### src/include/lbrs_pkg.sv
// How it works
// - Analog rail 7 V to 10.1 V, default 8.4.
// - Core rail 1.0 V to 1.3 V, default 1.1.
// - Core, primary I/O, LDO start at lockout release.
// - Logic rails ramp in 0.5 to 4 ms.
// - One logic soft-start time for all three.
// - Core rail off at lockout, no discharge.
// - Primary I/O 1.7, 1.8 or 2.5 V, default 1.7.
// - LDO stays off when primary is 1.7/1.8 V.
// - LDO on only at 2.5 V, 1.7/1.8 V out.
// - Primary I/O off and discharged at lockout.
// - Gate rail starts after analog rail ramp ends.
// - Both boost rails share 4 to 7.5 ms ramp.
// - Gate rail off on enable low or lockout.
// - Gate rail latched off after enable low.
// - Gate rail has no discharge when disabled.
// - Cold gate level spans 25 V to 40 V.
// - Hot gate level spans 16 V to 31 V.
// - Grounded thermistor input means hot level only.
// - Analog rail starts 0-70 ms after enable/reset.
// - Analog rail latched off after enable low.
package lbrs_pkg;
  localparam int CLK_HZ = 40_000_000;
  localparam int CYC_PER_US = CLK_HZ / 1_000_000;
  localparam int CNT_W = 22;

  // Logic soft start: code 0..7 gives 0.5 ms..4 ms.
  localparam int LSS_STEP_US = 500;
  localparam int LSS_STEP_CYC = LSS_STEP_US * CYC_PER_US;
  // Boost soft start: code 0..7 gives 4 ms..7.5 ms.
  localparam int BSS_MIN_US = 4000;
  localparam int BSS_MIN_CYC = BSS_MIN_US * CYC_PER_US;
  localparam int BSS_STEP_US = 500;
  localparam int BSS_STEP_CYC = BSS_STEP_US * CYC_PER_US;
  // Analog start delay: code 0..7 gives 0 ms..70 ms.
  localparam int DLY_STEP_US = 10000;
  localparam int DLY_STEP_CYC = DLY_STEP_US * CYC_PER_US;

  localparam int AV_W = 5;
  localparam int CORE_W = 2;
  localparam int IO_W = 2;
  localparam int SS_W = 3;
  localparam int DLY_W = 3;
  localparam int GH_W = 4;

  // Analog code n is 7.0 V + n * 100 mV; 14 is 8.4 V.
  localparam logic [4:0] AV_DEF = 5'h0e;
  // Core code n is 1.0 V + n * 100 mV; 1 is 1.1 V.
  localparam logic [1:0] CORE_DEF = 2'h1;
  // I/O select: 0 is 1.7 V, 1 is 1.8 V, 2 and 3 are 2.5 V
  // with the LDO at 1.7 V or 1.8 V.
  localparam logic [1:0] IO_DEF = 2'h0;
  localparam int IO_LDO_BIT = 1;
  localparam logic [1:0] IO1_OUT_2V5 = 2'h2;
  // Gate codes: cold n is 25 V + n V, hot n is 16 V + n V.
  localparam logic [3:0] GH_DEF = 4'h0;

  typedef enum logic [6:0] {
    ST_OFF = 7'h01,
    ST_WAIT = 7'h02,
    ST_DELAY = 7'h04,
    ST_AV_RAMP = 7'h08,
    ST_GH_RAMP = 7'h10,
    ST_RUN = 7'h20,
    ST_SHUT = 7'h40
  } lbrs_state_t;
endpackage : lbrs_pkg

### src/logic/lbrs_rst_sync.sv
`timescale 1ns/10ps
module lbrs_rst_sync (
  input wire logic clk,
  input wire logic rst_async_n,
  output logic rst_n
);
  import lbrs_pkg::*;
  logic meta_q;
  logic sync_q;
  always_ff @(posedge clk or negedge rst_async_n) begin
    if (!rst_async_n) begin
      meta_q <= 1'b0;
      sync_q <= 1'b0;
    end else begin
      meta_q <= 1'b1;
      sync_q <= meta_q;
    end
  end
  assign rst_n = sync_q;
endmodule : lbrs_rst_sync

### src/logic/lbrs_timer.sv
`timescale 1ns/10ps
module lbrs_timer (
  input wire logic clk,
  input wire logic rst_n,
  input wire logic run,
  input wire logic [lbrs_pkg::CNT_W-1:0] limit,
  output logic done
);
  import lbrs_pkg::*;
  // Done rises limit+1 cycles after run is first seen high,
  // holds while run stays high, and clears when run drops.
  logic [CNT_W-1:0] cnt_q;
  logic done_q;
  logic hit;
  assign hit = (cnt_q >= limit);
  always_ff @(posedge clk or negedge rst_n) begin
    if (!rst_n) begin
      cnt_q <= '0;
      done_q <= 1'b0;
    end else if (!run) begin
      cnt_q <= '0;
      done_q <= 1'b0;
    end else if (hit) begin
      done_q <= 1'b1;
    end else begin
      cnt_q <= cnt_q + 1'b1;
    end
  end
  assign done = done_q;
endmodule : lbrs_timer

### src/logic/lbrs_seq.sv
`timescale 1ns/10ps
module lbrs_seq #(
  parameter int LSS_STEP_CYC_P = lbrs_pkg::LSS_STEP_CYC,
  parameter int BSS_MIN_CYC_P = lbrs_pkg::BSS_MIN_CYC,
  parameter int BSS_STEP_CYC_P = lbrs_pkg::BSS_STEP_CYC,
  parameter int DLY_STEP_CYC_P = lbrs_pkg::DLY_STEP_CYC
) (
  input wire logic CLK,
  input wire logic RSTN,
  input wire logic UNDERVOLTAGE_LOCKOUT_N,
  input wire logic EN,
  input wire logic RESET_RELEASED,
  input wire logic THERMISTOR_INPUT_GND,
  input wire logic [lbrs_pkg::AV_W-1:0] ANALOG_RAIL_SETTING,
  input wire logic [lbrs_pkg::CORE_W-1:0] CORE_LOGIC_RAIL_SET,
  input wire logic [lbrs_pkg::IO_W-1:0] IO_LEVEL_SELECT,
  input wire logic [lbrs_pkg::SS_W-1:0] LOGIC_SOFT_START_TIME,
  input wire logic [lbrs_pkg::SS_W-1:0] BOOST_SOFT_START_TIME,
  input wire logic [lbrs_pkg::DLY_W-1:0] ANALOG_RAIL_START_DELAY,
  input wire logic [lbrs_pkg::GH_W-1:0] GATE_HOT_LEVEL,
  input wire logic [lbrs_pkg::GH_W-1:0] GATE_COLD_LEVEL,
  output logic CORE_LOGIC_RAIL_EN,
  output logic CORE_LOGIC_RAIL_DISCH,
  output logic [lbrs_pkg::CORE_W-1:0] CORE_LOGIC_RAIL_LVL,
  output logic IO_RAIL_PRIMARY_EN,
  output logic IO_RAIL_PRIMARY_DISCH,
  output logic [lbrs_pkg::IO_W-1:0] IO_RAIL_PRIMARY_LVL,
  output logic IO_RAIL_SECONDARY_EN,
  output logic IO_RAIL_SECONDARY_LVL,
  output logic LOGIC_RAMP_DONE,
  output logic ANALOG_RAIL_EN,
  output logic [lbrs_pkg::AV_W-1:0] ANALOG_RAIL_LVL,
  output logic ANALOG_RAMP_DONE,
  output logic GATE_HIGH_RAIL_EN,
  output logic GATE_HIGH_RAIL_DISCH,
  output logic [lbrs_pkg::GH_W-1:0] GATE_HOT_LVL,
  output logic [lbrs_pkg::GH_W-1:0] GATE_COLD_LVL,
  output logic GATE_COMP_EN,
  output logic GATE_RAMP_DONE
);
  import lbrs_pkg::*;

  logic rst_n;
  lbrs_rst_sync u_rst (
    .clk(CLK),
    .rst_async_n(RSTN),
    .rst_n(rst_n)
  );

  // Registered copies of the supply, enable and reset inputs.
  logic pwr_q;
  logic en_q;
  logic rel_q;
  always_ff @(posedge CLK or negedge rst_n) begin
    if (!rst_n) begin
      pwr_q <= 1'b0;
      en_q <= 1'b0;
      rel_q <= 1'b0;
    end else begin
      pwr_q <= UNDERVOLTAGE_LOCKOUT_N;
      en_q <= EN;
      rel_q <= RESET_RELEASED;
    end
  end

  // Level settings start at their factory values and track
  // the setting inputs from the first cycle after reset.
  logic [AV_W-1:0] av_lvl_q;
  logic [CORE_W-1:0] core_lvl_q;
  logic [IO_W-1:0] io_lvl_q;
  logic [GH_W-1:0] hot_q;
  logic [GH_W-1:0] cold_q;
  logic comp_q;
  always_ff @(posedge CLK or negedge rst_n) begin
    if (!rst_n) begin
      av_lvl_q <= AV_DEF;
      core_lvl_q <= CORE_DEF;
      io_lvl_q <= IO_DEF;
      hot_q <= GH_DEF;
      cold_q <= GH_DEF;
      comp_q <= 1'b0;
    end else begin
      av_lvl_q <= ANALOG_RAIL_SETTING;
      core_lvl_q <= CORE_LOGIC_RAIL_SET;
      io_lvl_q <= IO_LEVEL_SELECT;
      hot_q <= GATE_HOT_LEVEL;
      cold_q <= GATE_COLD_LEVEL;
      comp_q <= !THERMISTOR_INPUT_GND;
    end
  end

  // Enable history: a fall of enable after it was seen high
  // latches the boost rails off until the supply drops out.
  logic en_seen_q;
  logic en_seen_d;
  logic en_fall;
  assign en_fall = en_seen_q && !en_q;
  assign en_seen_d = pwr_q && (en_seen_q || en_q);
  always_ff @(posedge CLK or negedge rst_n) begin
    if (!rst_n) begin
      en_seen_q <= 1'b0;
    end else begin
      en_seen_q <= en_seen_d;
    end
  end

  // Soft-start and delay limits, in cycles minus one.
  logic [CNT_W-1:0] lss_lim;
  logic [CNT_W-1:0] bss_lim;
  logic [CNT_W-1:0] dly_lim;
  logic dly_zero;
  assign lss_lim = CNT_W'(
    (int'(LOGIC_SOFT_START_TIME) + 1) * LSS_STEP_CYC_P - 1);
  assign bss_lim = CNT_W'(BSS_MIN_CYC_P +
    int'(BOOST_SOFT_START_TIME) * BSS_STEP_CYC_P - 1);
  assign dly_zero = (ANALOG_RAIL_START_DELAY == '0);
  assign dly_lim = dly_zero ? '0 : CNT_W'(
    int'(ANALOG_RAIL_START_DELAY) * DLY_STEP_CYC_P - 1);

  // Sequencer for the boost rails.
  lbrs_state_t state_q;
  lbrs_state_t state_d;
  logic dly_done;
  logic av_done;
  logic gh_done;
  always_comb begin
    state_d = state_q;
    case (state_q)
      ST_OFF: begin
        state_d = ST_WAIT;
      end
      ST_WAIT: begin
        if (en_q && rel_q) begin
          state_d = ST_DELAY;
        end
      end
      ST_DELAY: begin
        if (dly_done) begin
          state_d = ST_AV_RAMP;
        end
      end
      ST_AV_RAMP: begin
        if (av_done) begin
          state_d = ST_GH_RAMP;
        end
      end
      ST_GH_RAMP: begin
        if (gh_done) begin
          state_d = ST_RUN;
        end
      end
      ST_RUN: begin
        state_d = ST_RUN;
      end
      ST_SHUT: begin
        state_d = ST_SHUT;
      end
      default: begin
        state_d = ST_OFF;
      end
    endcase
    if (!pwr_q) begin
      state_d = ST_OFF;
    end else if (en_fall && state_q != ST_OFF) begin
      state_d = ST_SHUT;
    end
  end

  always_ff @(posedge CLK or negedge rst_n) begin
    if (!rst_n) begin
      state_q <= ST_OFF;
    end else begin
      state_q <= state_d;
    end
  end

  // Timer run terms: the logic term is the registered supply, the rest are decoded from the state flops.
  logic logic_run;
  logic dly_run;
  logic av_run;
  logic gh_run;
  assign logic_run = pwr_q;
  assign dly_run = (state_q == ST_DELAY);
  assign gh_run = (state_q == ST_GH_RAMP) || (state_q == ST_RUN);
  assign av_run = (state_q == ST_AV_RAMP) || gh_run;

  logic logic_done;
  // One timer paces core, primary I/O and LDO together.
  lbrs_timer u_lss (
    .clk(CLK),
    .rst_n(rst_n),
    .run(logic_run),
    .limit(lss_lim),
    .done(logic_done)
  );

  lbrs_timer u_dly (
    .clk(CLK),
    .rst_n(rst_n),
    .run(dly_run),
    .limit(dly_lim),
    .done(dly_done)
  );

  // Both boost timers take the same limit, so a change of
  // the boost soft-start setting moves both ramps.
  lbrs_timer u_ss_av (
    .clk(CLK),
    .rst_n(rst_n),
    .run(av_run),
    .limit(bss_lim),
    .done(av_done)
  );

  lbrs_timer u_ss_gh (
    .clk(CLK),
    .rst_n(rst_n),
    .run(gh_run),
    .limit(bss_lim),
    .done(gh_done)
  );

  // Logic rails.
  logic ldo_on;
  assign ldo_on = io_lvl_q[IO_LDO_BIT];
  assign CORE_LOGIC_RAIL_EN = pwr_q;
  // The core rail never discharges; it only stops switching.
  assign CORE_LOGIC_RAIL_DISCH = 1'b0;
  assign CORE_LOGIC_RAIL_LVL = core_lvl_q;
  assign IO_RAIL_PRIMARY_EN = pwr_q;
  assign IO_RAIL_PRIMARY_DISCH = !pwr_q;
  assign IO_RAIL_PRIMARY_LVL = ldo_on ? IO1_OUT_2V5 :
    {1'b0, io_lvl_q[0]};
  assign IO_RAIL_SECONDARY_EN = pwr_q && ldo_on;
  assign IO_RAIL_SECONDARY_LVL = io_lvl_q[0];
  assign LOGIC_RAMP_DONE = logic_done;

  // Boost rails.
  assign ANALOG_RAIL_EN = av_run;
  assign ANALOG_RAIL_LVL = av_lvl_q;
  assign ANALOG_RAMP_DONE = av_done;
  assign GATE_HIGH_RAIL_EN = gh_run;
  // The gate rail is left to bleed through its load.
  assign GATE_HIGH_RAIL_DISCH = 1'b0;
  assign GATE_HOT_LVL = hot_q;
  assign GATE_COLD_LVL = cold_q;
  assign GATE_COMP_EN = comp_q;
  assign GATE_RAMP_DONE = gh_done;

  // Helper counters that time the ramps for the checks.
  logic [CNT_W-1:0] lg_cnt_q;
  logic [CNT_W-1:0] av_cnt_q;
  always_ff @(posedge CLK or negedge rst_n) begin
    if (!rst_n) begin
      lg_cnt_q <= '0;
      av_cnt_q <= '0;
    end else begin
      lg_cnt_q <= logic_run ? lg_cnt_q + 1'b1 : '0;
      av_cnt_q <= av_run ? av_cnt_q + 1'b1 : '0;
    end
  end

  chk_logic_start: assert property (
    @(posedge CLK) disable iff (!rst_n)
    $rose(pwr_q) |-> CORE_LOGIC_RAIL_EN && IO_RAIL_PRIMARY_EN
      && (IO_RAIL_SECONDARY_EN == io_lvl_q[IO_LDO_BIT]))
    else $error("logic rails did not start together");

  chk_logic_ramp: assert property (
    @(posedge CLK) disable iff (!rst_n)
    $rose(LOGIC_RAMP_DONE) && $stable(LOGIC_SOFT_START_TIME)
      |-> lg_cnt_q == lss_lim + 1'b1)
    else $error("logic ramp length wrong");

  chk_core_off: assert property (
    @(posedge CLK) disable iff (!rst_n)
    $fell(pwr_q) |-> !CORE_LOGIC_RAIL_EN && !CORE_LOGIC_RAIL_DISCH)
    else $error("core rail discharged or still on");

  chk_ldo_blocked: assert property (
    @(posedge CLK) disable iff (!rst_n)
    $past(IO_LEVEL_SELECT[IO_LDO_BIT]) == 1'b0
      |-> !IO_RAIL_SECONDARY_EN)
    else $error("LDO on with low primary level");

  chk_io_disch: assert property (
    @(posedge CLK) disable iff (!rst_n)
    !UNDERVOLTAGE_LOCKOUT_N |=> IO_RAIL_PRIMARY_DISCH
      && !IO_RAIL_PRIMARY_EN)
    else $error("primary I/O not discharged");

  chk_gate_after: assert property (
    @(posedge CLK) disable iff (!rst_n)
    $rose(GATE_HIGH_RAIL_EN) |-> $past(ANALOG_RAMP_DONE))
    else $error("gate rail before analog ramp end");

  chk_boost_ramp: assert property (
    @(posedge CLK) disable iff (!rst_n)
    $rose(ANALOG_RAMP_DONE) && $stable(BOOST_SOFT_START_TIME)
      |-> av_cnt_q == bss_lim + 1'b1)
    else $error("boost ramp length wrong");

  chk_gate_off: assert property (
    @(posedge CLK) disable iff (!rst_n)
    (!pwr_q || en_fall) |=> !GATE_HIGH_RAIL_EN && !ANALOG_RAIL_EN)
    else $error("boost rails not switched off");

  chk_latch_hold: assert property (
    @(posedge CLK) disable iff (!rst_n)
    state_q == ST_SHUT && UNDERVOLTAGE_LOCKOUT_N
      |=> !GATE_HIGH_RAIL_EN [*2])
    else $error("gate rail restarted after enable low");

  chk_gate_nodis: assert property (
    @(posedge CLK) disable iff (!rst_n)
    $fell(GATE_HIGH_RAIL_EN) |-> !GATE_HIGH_RAIL_DISCH)
    else $error("gate rail discharge switched on");

  chk_hot_only: assert property (
    @(posedge CLK) disable iff (!rst_n)
    THERMISTOR_INPUT_GND |=> !GATE_COMP_EN)
    else $error("compensation on with grounded input");

  chk_start_delay: assert property (
    @(posedge CLK) disable iff (!rst_n)
    $rose(ANALOG_RAIL_EN) |-> $past(dly_done) && $past(en_q)
      && $past(rel_q))
    else $error("analog rail started without delay");

  chk_ldo_level: assert property (
    @(posedge CLK) disable iff (!rst_n)
    IO_RAIL_SECONDARY_EN |-> IO_RAIL_PRIMARY_EN
      && IO_RAIL_PRIMARY_LVL == IO1_OUT_2V5)
    else $error("LDO on while primary below 2.5 V");

  chk_gate_gated: assert property (
    @(posedge CLK) disable iff (!rst_n)
    GATE_HIGH_RAIL_EN |-> ANALOG_RAIL_EN
      && ANALOG_RAMP_DONE)
    else $error("gate rail on before analog ramp done");

  chk_level_track: assert property (
    @(posedge CLK) disable iff (!rst_n)
    ANALOG_RAIL_LVL == $past(ANALOG_RAIL_SETTING)
      && CORE_LOGIC_RAIL_LVL == $past(CORE_LOGIC_RAIL_SET))
    else $error("rail level does not follow its setting");
endmodule : lbrs_seq

### config.mk
export PLATFORM = sky130hd
export DESIGN_NAME = lbrs_seq
export DESIGN_NICKNAME = d
export VERILOG_FILES = /design/src/include/lbrs_pkg.sv /design/src/logic/lbrs_rst_sync.sv /design/src/logic/lbrs_timer.sv /design/src/logic/lbrs_seq.sv
export SDC_FILE = /design/constraint.sdc
export NUM_CORES = 1
export LEC_CHECK = 0
export BUFFER_PORTS_ARGS = -buffer_cell sky130_fd_sc_hd__buf_2
export CAP_MARGIN = 20
export CELL_PAD_IN_SITES_DETAIL_PLACEMENT = 1
export CELL_PAD_IN_SITES_GLOBAL_PLACEMENT = 2
export CORE_MARGIN = 1.5
export CORE_UTILIZATION = 42
export CTS_CLUSTER_DIAMETER = 30
export DETAILED_ROUTE_END_ITERATION = 6
export HOLD_SLACK_MARGIN = 0.02
export MAX_ROUTING_LAYER = met4
export PLACE_DENSITY_LB_ADDON = 0.05
export RECOVER_POWER = 100
export SLEW_MARGIN = 40
export SYNTH_ARGS = -nofsm -noshare
export SYNTH_HDL_FRONTEND = slang
export SYNTH_SLANG_ARGS = --single-unit
### constraint.sdc
create_clock -name CLK -period 9.6 [get_ports CLK]
set_input_delay 0.96 -clock CLK [delete_from_list [all_inputs] [get_ports CLK]]
set_output_delay 0.96 -clock CLK [all_outputs]
set_load 0.02 [all_outputs]
# Yosys cells after proc, flatten, opt, wreduce, memory -nomap -nowiden

Cells that the tools add are included.
Widths: inputs -> output; s select.

Equal/unequal tests: 20
Reductions and logical operators: 13
Muxes and demuxes: 25
$lt $le $gt $ge: 4
Add/subtract/negate cells: 9
Multiply operators: 3

Operator list:

| kind                   | number |
|---|---|
| $mux 22                | 9 |
| $add 22x1->22 const B  | 4 |
| $ge 22x22->1           | 4 |
| $pmux 7 s7             | 1 |
| $mux 7                 | 6 |
| $sub 19x1->20 const B  | 2 |
| $sub 22x1->22 const B  | 1 |
| $add 18x18->19 const A | 1 |
| $mul 3x12->15 const B  | 1 |
| $mul 4x10->14 const B  | 1 |
| $mul 3x10->13 const B  | 1 |
| $ne 2x2->1 const B     | 6 |
| $mux 1                 | 8 |
| $ne 4x3->1 const B     | 2 |
| $ne 4x4->1 const B     | 2 |
| $eq 7x1->1 const B     | 1 |
| $eq 7x2->1 const B     | 1 |
| $eq 7x3->1 const B     | 1 |
| $eq 7x4->1 const B     | 1 |
| $eq 7x5->1 const B     | 1 |
| $eq 7x6->1 const B     | 1 |
| $eq 7x7->1 const B     | 1 |
| $ne 7x1->1 const B     | 1 |
| $logic_and 1x1->1      | 5 |
| 7 further kinds        | 12 |

Logic and storage cells: 95
Output and inout bits: 30
Bits of input ports: 32
Bits in registers: 123

# Logic depth before layout (Yosys ltp)

Gate-level depths: netlist (run 1).

Word-level depth: 6
Depth in mapped cells: 20
Depth with buffers taken out: 19

# Modules after synthesis

From an unflattened synthesis (run 1), not the netlist that was laid out.

Cells, all modules: 1,152
Area total of the unflattened synthesis: 9,914.5 um^2

By module, submodules not included:

| module        | area each (um^2) | cells an instance | sequential area each (um^2) | times used |
|---|---|---|---|---|
| lbrs_timer    | 1,767.9          | 208               | 575.6                       | 4 |
| lbrs_seq      | 2,788.9          | 317               | 732.0                       | 1 |
| lbrs_rst_sync | 53.8             | 3                 | 50.0                        | 1 |

# Worst setup path after synthesis (run 1)

Ideal clock, no wire load.

Path type: input to register
Start: input LOGIC_SOFT_START_TIME[0] (netlist bit)
End: register u_lss.cnt_q[9]
Stages: 19
Data arrival time: 5.289 ns
Setup slack: 4.233 ns
Library setup time: 0.078 ns
Buffers on the path: 0
Required time: 9.522 ns
Path through: ha_1 xnor2_1 inv_1 fa_1 inv_1 ha_1 ha_1 a21o_1 a21oi_1 o21bai_1 a21oi_1 xnor2_1 ha_1 a211o_1 nor4_1 o21ai_1 a21o_1 or4_1 a21oi_1

Word-level cells in the longest chain between the ends: 5

Ends and longest elaborated chain:

| item                        | RTL line         | source |
|---|---|---|
| start: declaration          | lbrs_seq.sv:17   | `input wire logic [lbrs_pkg::SS_W-1:0] LOGIC_SOFT_START_TIME,` |
| $add 3x1->4                 | lbrs_seq.sv:113  | `(int'(LOGIC_SOFT_START_TIME) + 1) * LSS_STEP_CYC_P - 1);` |
| $mul 4x10->14               | lbrs_seq.sv:113  |  |
| $sub 19x1->20               | lbrs_seq.sv:113  |  |
| $ge 22x22->1                | lbrs_timer.sv:15 | `assign hit = (cnt_q >= limit);` |
| $ne 2x2->1 (no source line) | n/a              |  |
| end signal: assignment      | lbrs_timer.sv:26 | `cnt_q <= cnt_q + 1'b1;` |
| end: declaration            | lbrs_timer.sv:12 | `logic [CNT_W-1:0] cnt_q;` |

Every way passes these cells.
A chain may end at the register's enable or synchronous reset.

# Worst setup path after layout (run 1)

Start: input ANALOG_RAIL_START_DELAY[2] (netlist bit)
End: register u_dly.cnt_q[21]

Word-level cells in the longest chain between the ends: 5
Elaborated cells between the ends (all ways): 6
Those cells by class: add/sub: 1; mul: 1; order compare: 1; eq/ne: 1; mux: 1; reduce/logical: 1

Ends and longest elaborated chain:

| item                          | RTL line         | source |
|---|---|---|
| start: declaration            | lbrs_seq.sv:19   | `input wire logic [lbrs_pkg::DLY_W-1:0] ANALOG_RAIL_START_DELAY,` |
| $mul 3x12->15                 | lbrs_seq.sv:118  | `int'(ANALOG_RAIL_START_DELAY) * DLY_STEP_CYC_P - 1);` |
| $sub 22x1->22                 | lbrs_seq.sv:118  |  |
| $mux 22 *                     | lbrs_seq.sv:117  | `assign dly_lim = dly_zero ? '0 : CNT_W'(` |
| $ge 22x22->1 *                | lbrs_timer.sv:15 |  |
| $ne 2x2->1 (no source line) * | n/a              |  |
| end signal: assignment        | lbrs_timer.sv:26 |  |
| end: declaration              | lbrs_timer.sv:12 |  |

Every way passes the cells marked *; elsewhere a longest branch is shown, timed or not.

==> impl_summary.md, run 1 <==
Die
The number of primary I/O pins is 62. The number of core rows is a little over 50. The die covers 21200 um2.

The overall die width is between 100 and 150 um. From bottom edge to top edge, the die measures approximately 150 um. The core region area is 19700 um2. The initial standard-cell utilization of the core is between 40% and 50%.

Power
The clock network burns a little under half of the power. The share of power burned in combinational logic is between 10% and 20%. The ratio of total power to cell area is roughly 140 nW/um2. The internal power of the cells totals about 1 mW. The sequential share of power is between 30% and 40%. Summing internal, switching and leakage power gives between 1 and 1.5 mW. For this design the static power due to leakage is around 4.2 nW.

For this design the total switching power over the nets is 0.397 mW. Net switching is between 20 and 30% of the power. VDD sags by at most between 100 and 150 uV.

Clocking
The library cell used as clock root buffer is clkbuf_16. CTS saw 123 sinks. The clock transition at the registers of the reported paths is 0.06 ns. The post-CTS repair timing setup buffer count is 0. The number of gates resized after CTS was 0. The buffer levels on the longest clock path is 2. The clock tree synthesis step divided the H-tree into 4 levels. In this run, post-CTS hold repair placed 0 buffers. TritonCTS built the clock tree.

Clock tree synthesis inserted a total of 17 buffers. The clock latency of the later-clocked register in the worst-skew pair is 0.43 ns.

Setup path
The total number of cells along the worst setup path is 16. Counting both buffers and inverters, the worst setup path holds a total of 2. The worst setup path is launched from an input pin. For the worst setup path, the data arrival time is ~6.4 ns. The largest incremental delay on the critical path is 1.46 ns.

The slack of the worst reg-to-reg path is ~4.0 ns. In this design, the critical path's most frequently occurring cell is ha_1. The critical path goes through clkbuf_1 -> inv_1 -> ha_1 -> ha_1 -> nor3_1 -> nand3_1 -> nor2_1 -> a31oi_1 -> mux2_1 -> a21oi_1 -> ha_1 -> nand4_1 -> nor4_1 -> and2_0 -> nor4_1 -> mux2i_1. The maximum fanout count along the critical path is 40. The critical path is of the input pin to flip-flop type. The required time of the worst setup path is just under 10 ns. The standard cell with the maximum stage delay on the critical path is and2_0.

The type of destination of the critical path is a flip-flop. Broken down by cell family, the worst path's largest delay share belongs to simple AND/OR/NAND/NOR gates. The number of cells traversed by the worst register-to-register path is 1.

Placed design
Routability-driven placement finished with a final weighted congestion of around 0.83. The count of input and output buffers is a little under 60. The sum of net half-perimeters after detailed placement is 16400 um.

The post-placement cell count is ~1200.

STA
Headroom to the max-slew limit came out at -178%. The smallest clock period supported by the final layout is computed as between 6 and 7 ns. In the finished design, the share of the clock period the worst path needs comes to a little over three fifths.

The setup TNS is 0 ns. The final max-slew violation count is between 150 and 200. The number of setup violations in the final report is 0. The maximum frequency from static timing analysis is between 150 and 200 MHz. The final hold violation count is 0.

Setup repair after global routing left no endpoint under its margin. At the pin with the least slew margin, the transition time is around 4.2 ns. For the final database, setup skew stands at roughly 0.012 ns. Hold is met by roughly 0.30 ns.

Synth
The fraction of registers with async set/reset is 100%. The most used flip-flop cell after synthesis is dfrtp_1. Dividing the synthesized area by the synthesized cell count gives a little over 9 um2. The mapped cell area is 8540 um2. The number of warnings issued by yosys is 0. The total of flip-flops plus latches after synthesis is about 120. Summing the sequential cell areas from Yosys gives 36.1% of the chip area. The count of flip-flops with a built-in enable after synthesis is 0. In this run, distinct cell masters in the synthesized netlist total 61. In the synthesized netlist, the number of instances is just over 900.

Global routing
The number of antenna violations at the first check in global routing came to 0. The first global-routing pass estimated between 30000 and 40000 um of wire. The via count of the first global-routing pass is between 7000 and 8000. Global routing used between 20% and 30% of the available tracks. Entering global routing, the biggest net connects 75 pins. The aggregate global routing overflow is 0.

Route
In the final routed layout, each cell accounts on average for around 18 um. After detailed routing, the number of remaining DRC violations is 0. The ratio of routed vias to standard cells is roughly 6.0. The first-pass iteration count of the detailed router is 4. Wires add up to around 23000 um.

The final antenna-violating net count is 0. Summing over every cut layer, the via total after detailed routing is ~7400. For this block, the initial DRC count from the detailed router was between 200 and 250.

Finish
0 antenna diodes ended up in the layout. Compared with the post-synthesis result, the final layout area differs by 11.8%. At the end of the flow the core is filled with cells to between 40% and 50%.

For this run, the number of standard cells in the final layout without fillers is about 1200. Cells with a size suffix above 1 make up between 8 and 9% of the layout. The number of nets in the layout is 1110.

Outcome
The checks that failed: capacitance limit, slew limit. The flow ran to the end, but the final reports show violations.

Job
Max-cap violations in this run came to 3.

Hold path
The worst hold-check path type is input pin to asynchronous set/reset pin.
## cell usage in the layout, fill, tap and decap left out, drive strengths merged, types with 7 or more instances in the layout
master	n
and2	11
nand2	78
nand4	35
nor2	34
clkbuf	51
o31ai	42
nand3	30
inv	41
dfrtp	118
or3	18
a21o	8
a21oi	103
nor3	10
nor2b	7
and3	9
xnor2	21
ha	109
nand2b	9
o211ai	9
nor4	9
and4	13
o21ai	42
or4	49
buf	32
## per-layer routing
layer  up-vias  routed length [um]  GRT usage [%]
li1       3550                   -              -
met1      3748               10100           26.7
met2        68               11900           40.3
met3        32                 382           4.04
met4         0                 354           6.73
met5         -                   0              -
## area by class of cell
type / instances / area (um2)
Multi-Input combinational cell: 720 / 5130
Inverter: 36 / 136
Clock inverter: 14 / 136
Clock buffer: 18 / 439
Timing Repair Buffer: 65 / 294
Tap cell: 265 / 332
Sequential cell: 123 / 3080
Fill cell: 2271 / 10200
## sequential cells by signal, indices dropped and copies added (netlist names), 2 cells and up
signal               flops
GATE_HOT_LVL             4
io_lvl_q                 2
GATE_COLD_LVL            4
ANALOG_RAIL_LVL          5
u_lss.cnt_q             22
state_q                  7
u_ss_gh.cnt_q           22
u_dly.cnt_q             22
u_ss_av.cnt_q           22
CORE_LOGIC_RAIL_LVL      2
## kinds of logic after synthesis
family,Yosys count,share of synthesized area [%]
simple gates,330,21.9
compound gates,239,17.2
flops,123,36.1
fa+ha+maj,115,17.4
buf+inv,77,3.85
xor+xnor,27,2.77
mux,6,0.732
other cells,2,0.0879
## final timing paths
check	startpoint	end
max	ANALOG_RAIL_START_DELAY[2]	u_dly.cnt_q[21]
min	RSTN	u_rst.rst_n
max reg2reg	u_rst.rst_n	u_dly.cnt_q[1]
min reg2reg	u_rst.meta_q	u_rst.rst_n
max in group asynchronous	u_rst.rst_n	u_dly.cnt_q[1]
min in group CLK	u_rst.meta_q	u_rst.rst_n
## stage by stage
stage	area [um2]	setup WS, ns
2_1_floorplan	8550	4.23
3_3_place_gp	9030	3.60
3_5_place_dp	9040	3.25
4_1_cts	9610	3.68
5_1_grt	9550	2.90
6_report	9550	3.53
## power by group through the flow
stage          Combinational (mW)  Clock, mW  Sequential [mW]
3_3_place_gp                0.188          0            0.552
3_5_place_dp                0.204          0            0.554
6_report                    0.200      0.631            0.543
5_1_grt                     0.228      0.668            0.546
2_1_floorplan               0.137          0            0.559
4_1_cts                     0.206      0.648            0.544
## synth_stat cells, types with 3 or more instances
library cell | instances | share of area [%]
nand4_1 | 35 | 2.6
buf_4 | 3 | 0.26
xnor2_1 | 21 | 2.2
nor4_1 | 9 | 0.66
or2_2 | 3 | 0.22
a31oi_1 | 4 | 0.29
and4_1 | 13 | 1.3
dfstp_2 | 5 | 1.5
a21oi_1 | 101 | 5.9
nand2b_1 | 9 | 0.66
nor2_1 | 33 | 1.4
xor2_1 | 6 | 0.62
or3_1 | 17 | 1.2
dfrtp_1 | 118 | 35
and2_1 | 11 | 0.81
o21ai_0 | 30 | 1.8
and3_1 | 9 | 0.66
nand3b_1 | 4 | 0.35
a211oi_1 | 5 | 0.44
nor3_1 | 10 | 0.59
a21o_1 | 8 | 0.70
o41ai_1 | 3 | 0.31
fa_1 | 6 | 1.4
o21a_1 | 6 | 0.53
mux2i_1 | 4 | 0.47
clkbuf_1 | 30 | 1.3
nand2_1 | 78 | 3.4
nand4b_1 | 6 | 0.62
nor2b_1 | 7 | 0.51
or4_1 | 49 | 4.3
buf_2 | 4 | 0.23
nand3_1 | 30 | 1.8
o21ai_1 | 12 | 0.70
buf_6 | 3 | 0.40
o211ai_1 | 9 | 0.79
ha_1 | 109 | 16
o31ai_1 | 42 | 3.7
inv_1 | 35 | 1.5
(Power assumes the default switching activity.)
==> run 2, diff against run 1 <==
CORE_UTILIZATION = 39   (was 42)
clock period = 6 ns   (was 9.6 ns; I/O delays follow)
==> impl_summary.md, run 2 (synthesized netlist as in run 1, its figures left out) <==
STA
The slew at the pin with the worst max-slew slack is 3.65 ns (-0.524 ns). The setup clock skew after layout is 0.0143 ns (+0.00227 ns). The clock period minus worst slack is 5.02 ns. The final worst slack is 0.983 ns (-2.55 ns).

The final hold violation count came to 0 (unchanged). The final max-slew violation count came to 108 (-35%). The final critical-path share of the clock period is 83.6%.

Setup repair after global routing left no endpoint under its margin. The number of setup violations in the final report was 0 (unchanged). Static timing analysis puts the maximum clock frequency at approximately 200 MHz. The setup TNS came to 0 ns (unchanged). The relative slew slack is -143% (+35 points). The hold slack came to 0.271 ns (-0.0343 ns).

Finish
The utilization of the core after routing came to 45.1% (-3.4 points). The antenna cell count is 0 (unchanged). The commonest non-fill, non-tap cell in the layout is dfrtp_1. Relative to the synthesized area, the layout overhead comes to 12.3%. The area of combinational cells with multiple inputs came to 5150 um2 (+0.34%). In the layout the commonest cells are dfrtp_1 (118), ha_1 (109), a21oi_1 (101), nand2_1 (78), or4_1 (49). The share of layout cells above drive strength 1 is 8.37% (+0.27 points).

The area of all placed cells without fillers is 9600 um2 (+0.48%). The final cell count without fillers is 1255 (+1.1%). The number of nets in the layout is 1114 (+0.36%). The count of filler cells inserted in the layout is 2462 (+8.4%).

The area taken by flip-flops and latches came to 3080 um2 (unchanged).

Power
The overall power consumption was 2.19 mW (+59%). The maximum ir drop on the vdd rail is 195 uV (+58%). The ratio of total power to cell area was 228 nW/um2 (+58%). The leakage component of the power is 4.19 nW (+0.55%).

Setup path
The type of destination of the critical path is a flip-flop. The largest incremental delay on the critical path is 0.59 ns (-0.87 ns). The type of origin of the critical path is an input pin. The required time of the worst setup path is 6.34 ns (-3.56 ns). The standard cell with the maximum stage delay on the critical path is fa_1. The slack of the worst reg-to-reg path is 1.75 ns (-2.21 ns). Traced cell by cell, the critical path runs through buf_2 -> inv_1 -> ha_1 -> fa_1 -> inv_1 -> ha_1 -> ha_1 -> a21o_1 -> a21oi_1 -> o21bai_1 -> a21oi_1 -> xnor2_1 -> ha_1 -> a211o_1 -> nor4_1 -> o21ai_0 -> a21o_1 -> or4_1 -> a21oi_1. The worst path arrival time is 5.36 ns (-1.01 ns). The maximum fanout count along the critical path is 16 (-60%). The start-to-end type of the worst setup path is input pin to flip-flop. Counting stages on the worst path, the most repeated cell is ha_1.

Route
The number of remaining DRC errors is 0 (unchanged). The total number of vias is 7290 (-1.5%). The final antenna-violating net count was 0 (unchanged). The ratio of routed vias to standard cells was 5.81 (-2.6%). The wire length after detailed routing is 22400 um (-1.3%). The number of design-rule violations left by the first detailed-router iteration was 253 (+10%). The first-pass iteration count of the detailed router was 4 (unchanged). The mean routed wirelength per cell is 17.8 um (-2.4%).

Global routing
The global-route wire length before repair is 38200 um (-1.6%). The largest net degree at the start of global routing was 67 (-11%). The via count of the first global-routing pass was 7770 (-2.2%). The overall fraction of global-route tracks in use was 21.6% (-1.3 points).

The number of antenna violations at the first check in global routing is 0 (unchanged). The aggregate global routing overflow came to 0 (unchanged).

Die
The number of core rows came to 53 (+3.9%). The die area is 22800 um2 (+7.5%). The overall die width is 151 um (+3.7%). The vertical extent of the die came to 151 um (+3.7%). The number of primary I/O pins is 62 (unchanged). The core region area is 21300 um2 (+8.0%).

The initial standard-cell utilization of the core is 40.1% (-3.2 points).

Clocking
The clock latency of the later-clocked register in the worst-skew pair is 0.43 ns (about the same). The TritonCTS buffer count is 17 (unchanged). The library cell used as clock root buffer is clkbuf_16. The buffer levels on the longest clock path came to 2 (unchanged). The number of H-tree levels is 4 (unchanged). The clock transition at the registers of the reported paths is 0.06 ns (about the same).

The CTS tree is built. The count of clock tree sinks is 123 (unchanged). The post-cts gate resize count is 0 (unchanged).

Placed design
The routability-driven placement congestion ratio is 0.872 (+5.1%). The count of input and output buffers was 59 (unchanged). The post-place instance area was 9080 um2 (+0.47%).

The sum of net half-perimeters after detailed placement is 16300 um (-0.81%). The worst setup timing slack at the placement stage came to 0.590 ns (-2.66 ns). The post-placement cell count is 1221 (+0.99%).

Hold path
The worst hold-check path type is input pin to flip-flop.

Outcome
The flow ran to the end, but the final reports show violations. The checks that failed: capacitance limit, slew limit.

Job
The number of max-capacitance violations reported is 2 (-1).
-- run 2: changes by cell type in the layout (fill, tap and decap cells not counted), moves of 2 or more --
cell and change:
and2_1 +2, inv_8 +3, and2_0 -2, clkbuf_1 +2, clkinvlp_4 -3, o21ai_0 -2
o21ai_1 +2
-- run 2: layout make-up --
class                   count  area share [%]
clock buffers              18            4.58
repair buffers             69            3.34
multi-input cells         720            53.6
well taps                 275            3.59
clock inverters            14            1.32
inverters                  36            1.42
flip-flops and latches    123            32.1
-- run 2: final timing paths --
| check | start | to | depth (start not counted) |
|---|---|---|---|
| max | LOGIC_SOFT_START_TIME[0] | u_lss.cnt_q[9] | 19 |
| min | ANALOG_RAIL_SETTING[1] | ANALOG_RAIL_LVL[1] | 1 |
| max reg2reg | u_rst.rst_n | u_dly.cnt_q[0] | 1 |
| min reg2reg | u_rst.rst_n | u_ss_av.cnt_q[0] | 0 |
| max in group asynchronous | u_rst.rst_n | u_dly.cnt_q[0] | 1 |
| min in group asynchronous | u_rst.rst_n | u_ss_av.cnt_q[0] | 0 |
-- run 2: power breakdown --
group	internal (mW)	switching [mW]	total [mW]
logic	0.128	0.195	0.323
clock network	0.557	0.439	0.996
registers	0.848	0.0180	0.866
-- run 2: worst max-delay path, delay by kind of cell --
kind                       cells  cell delay (ns)
adders and majority gates      5             1.88
and+or+nand+nor                2             0.71
AOI/OAI and AO/OA              8             1.70
xor gates and xnor gates       1             0.09
buffers and inverters          3             0.35
-- run 2: repair_timing --
item / CTS / global route
setup buffers: 0 / 0
endpoints found under the hold margin: 2 / 0
hold buffers: 1 / 0
-- run 2: routing by layer --
layer | wire [um] | global-route usage [%] | part of all wire (%)
met1 | 10100 | 25.6 | 45
met2 | 11600 | 38.2 | 52
met3 | 439 | 3.83 | 2.0
met4 | 172 | 4.95 | 0.77
met5 | 0 | - | 0
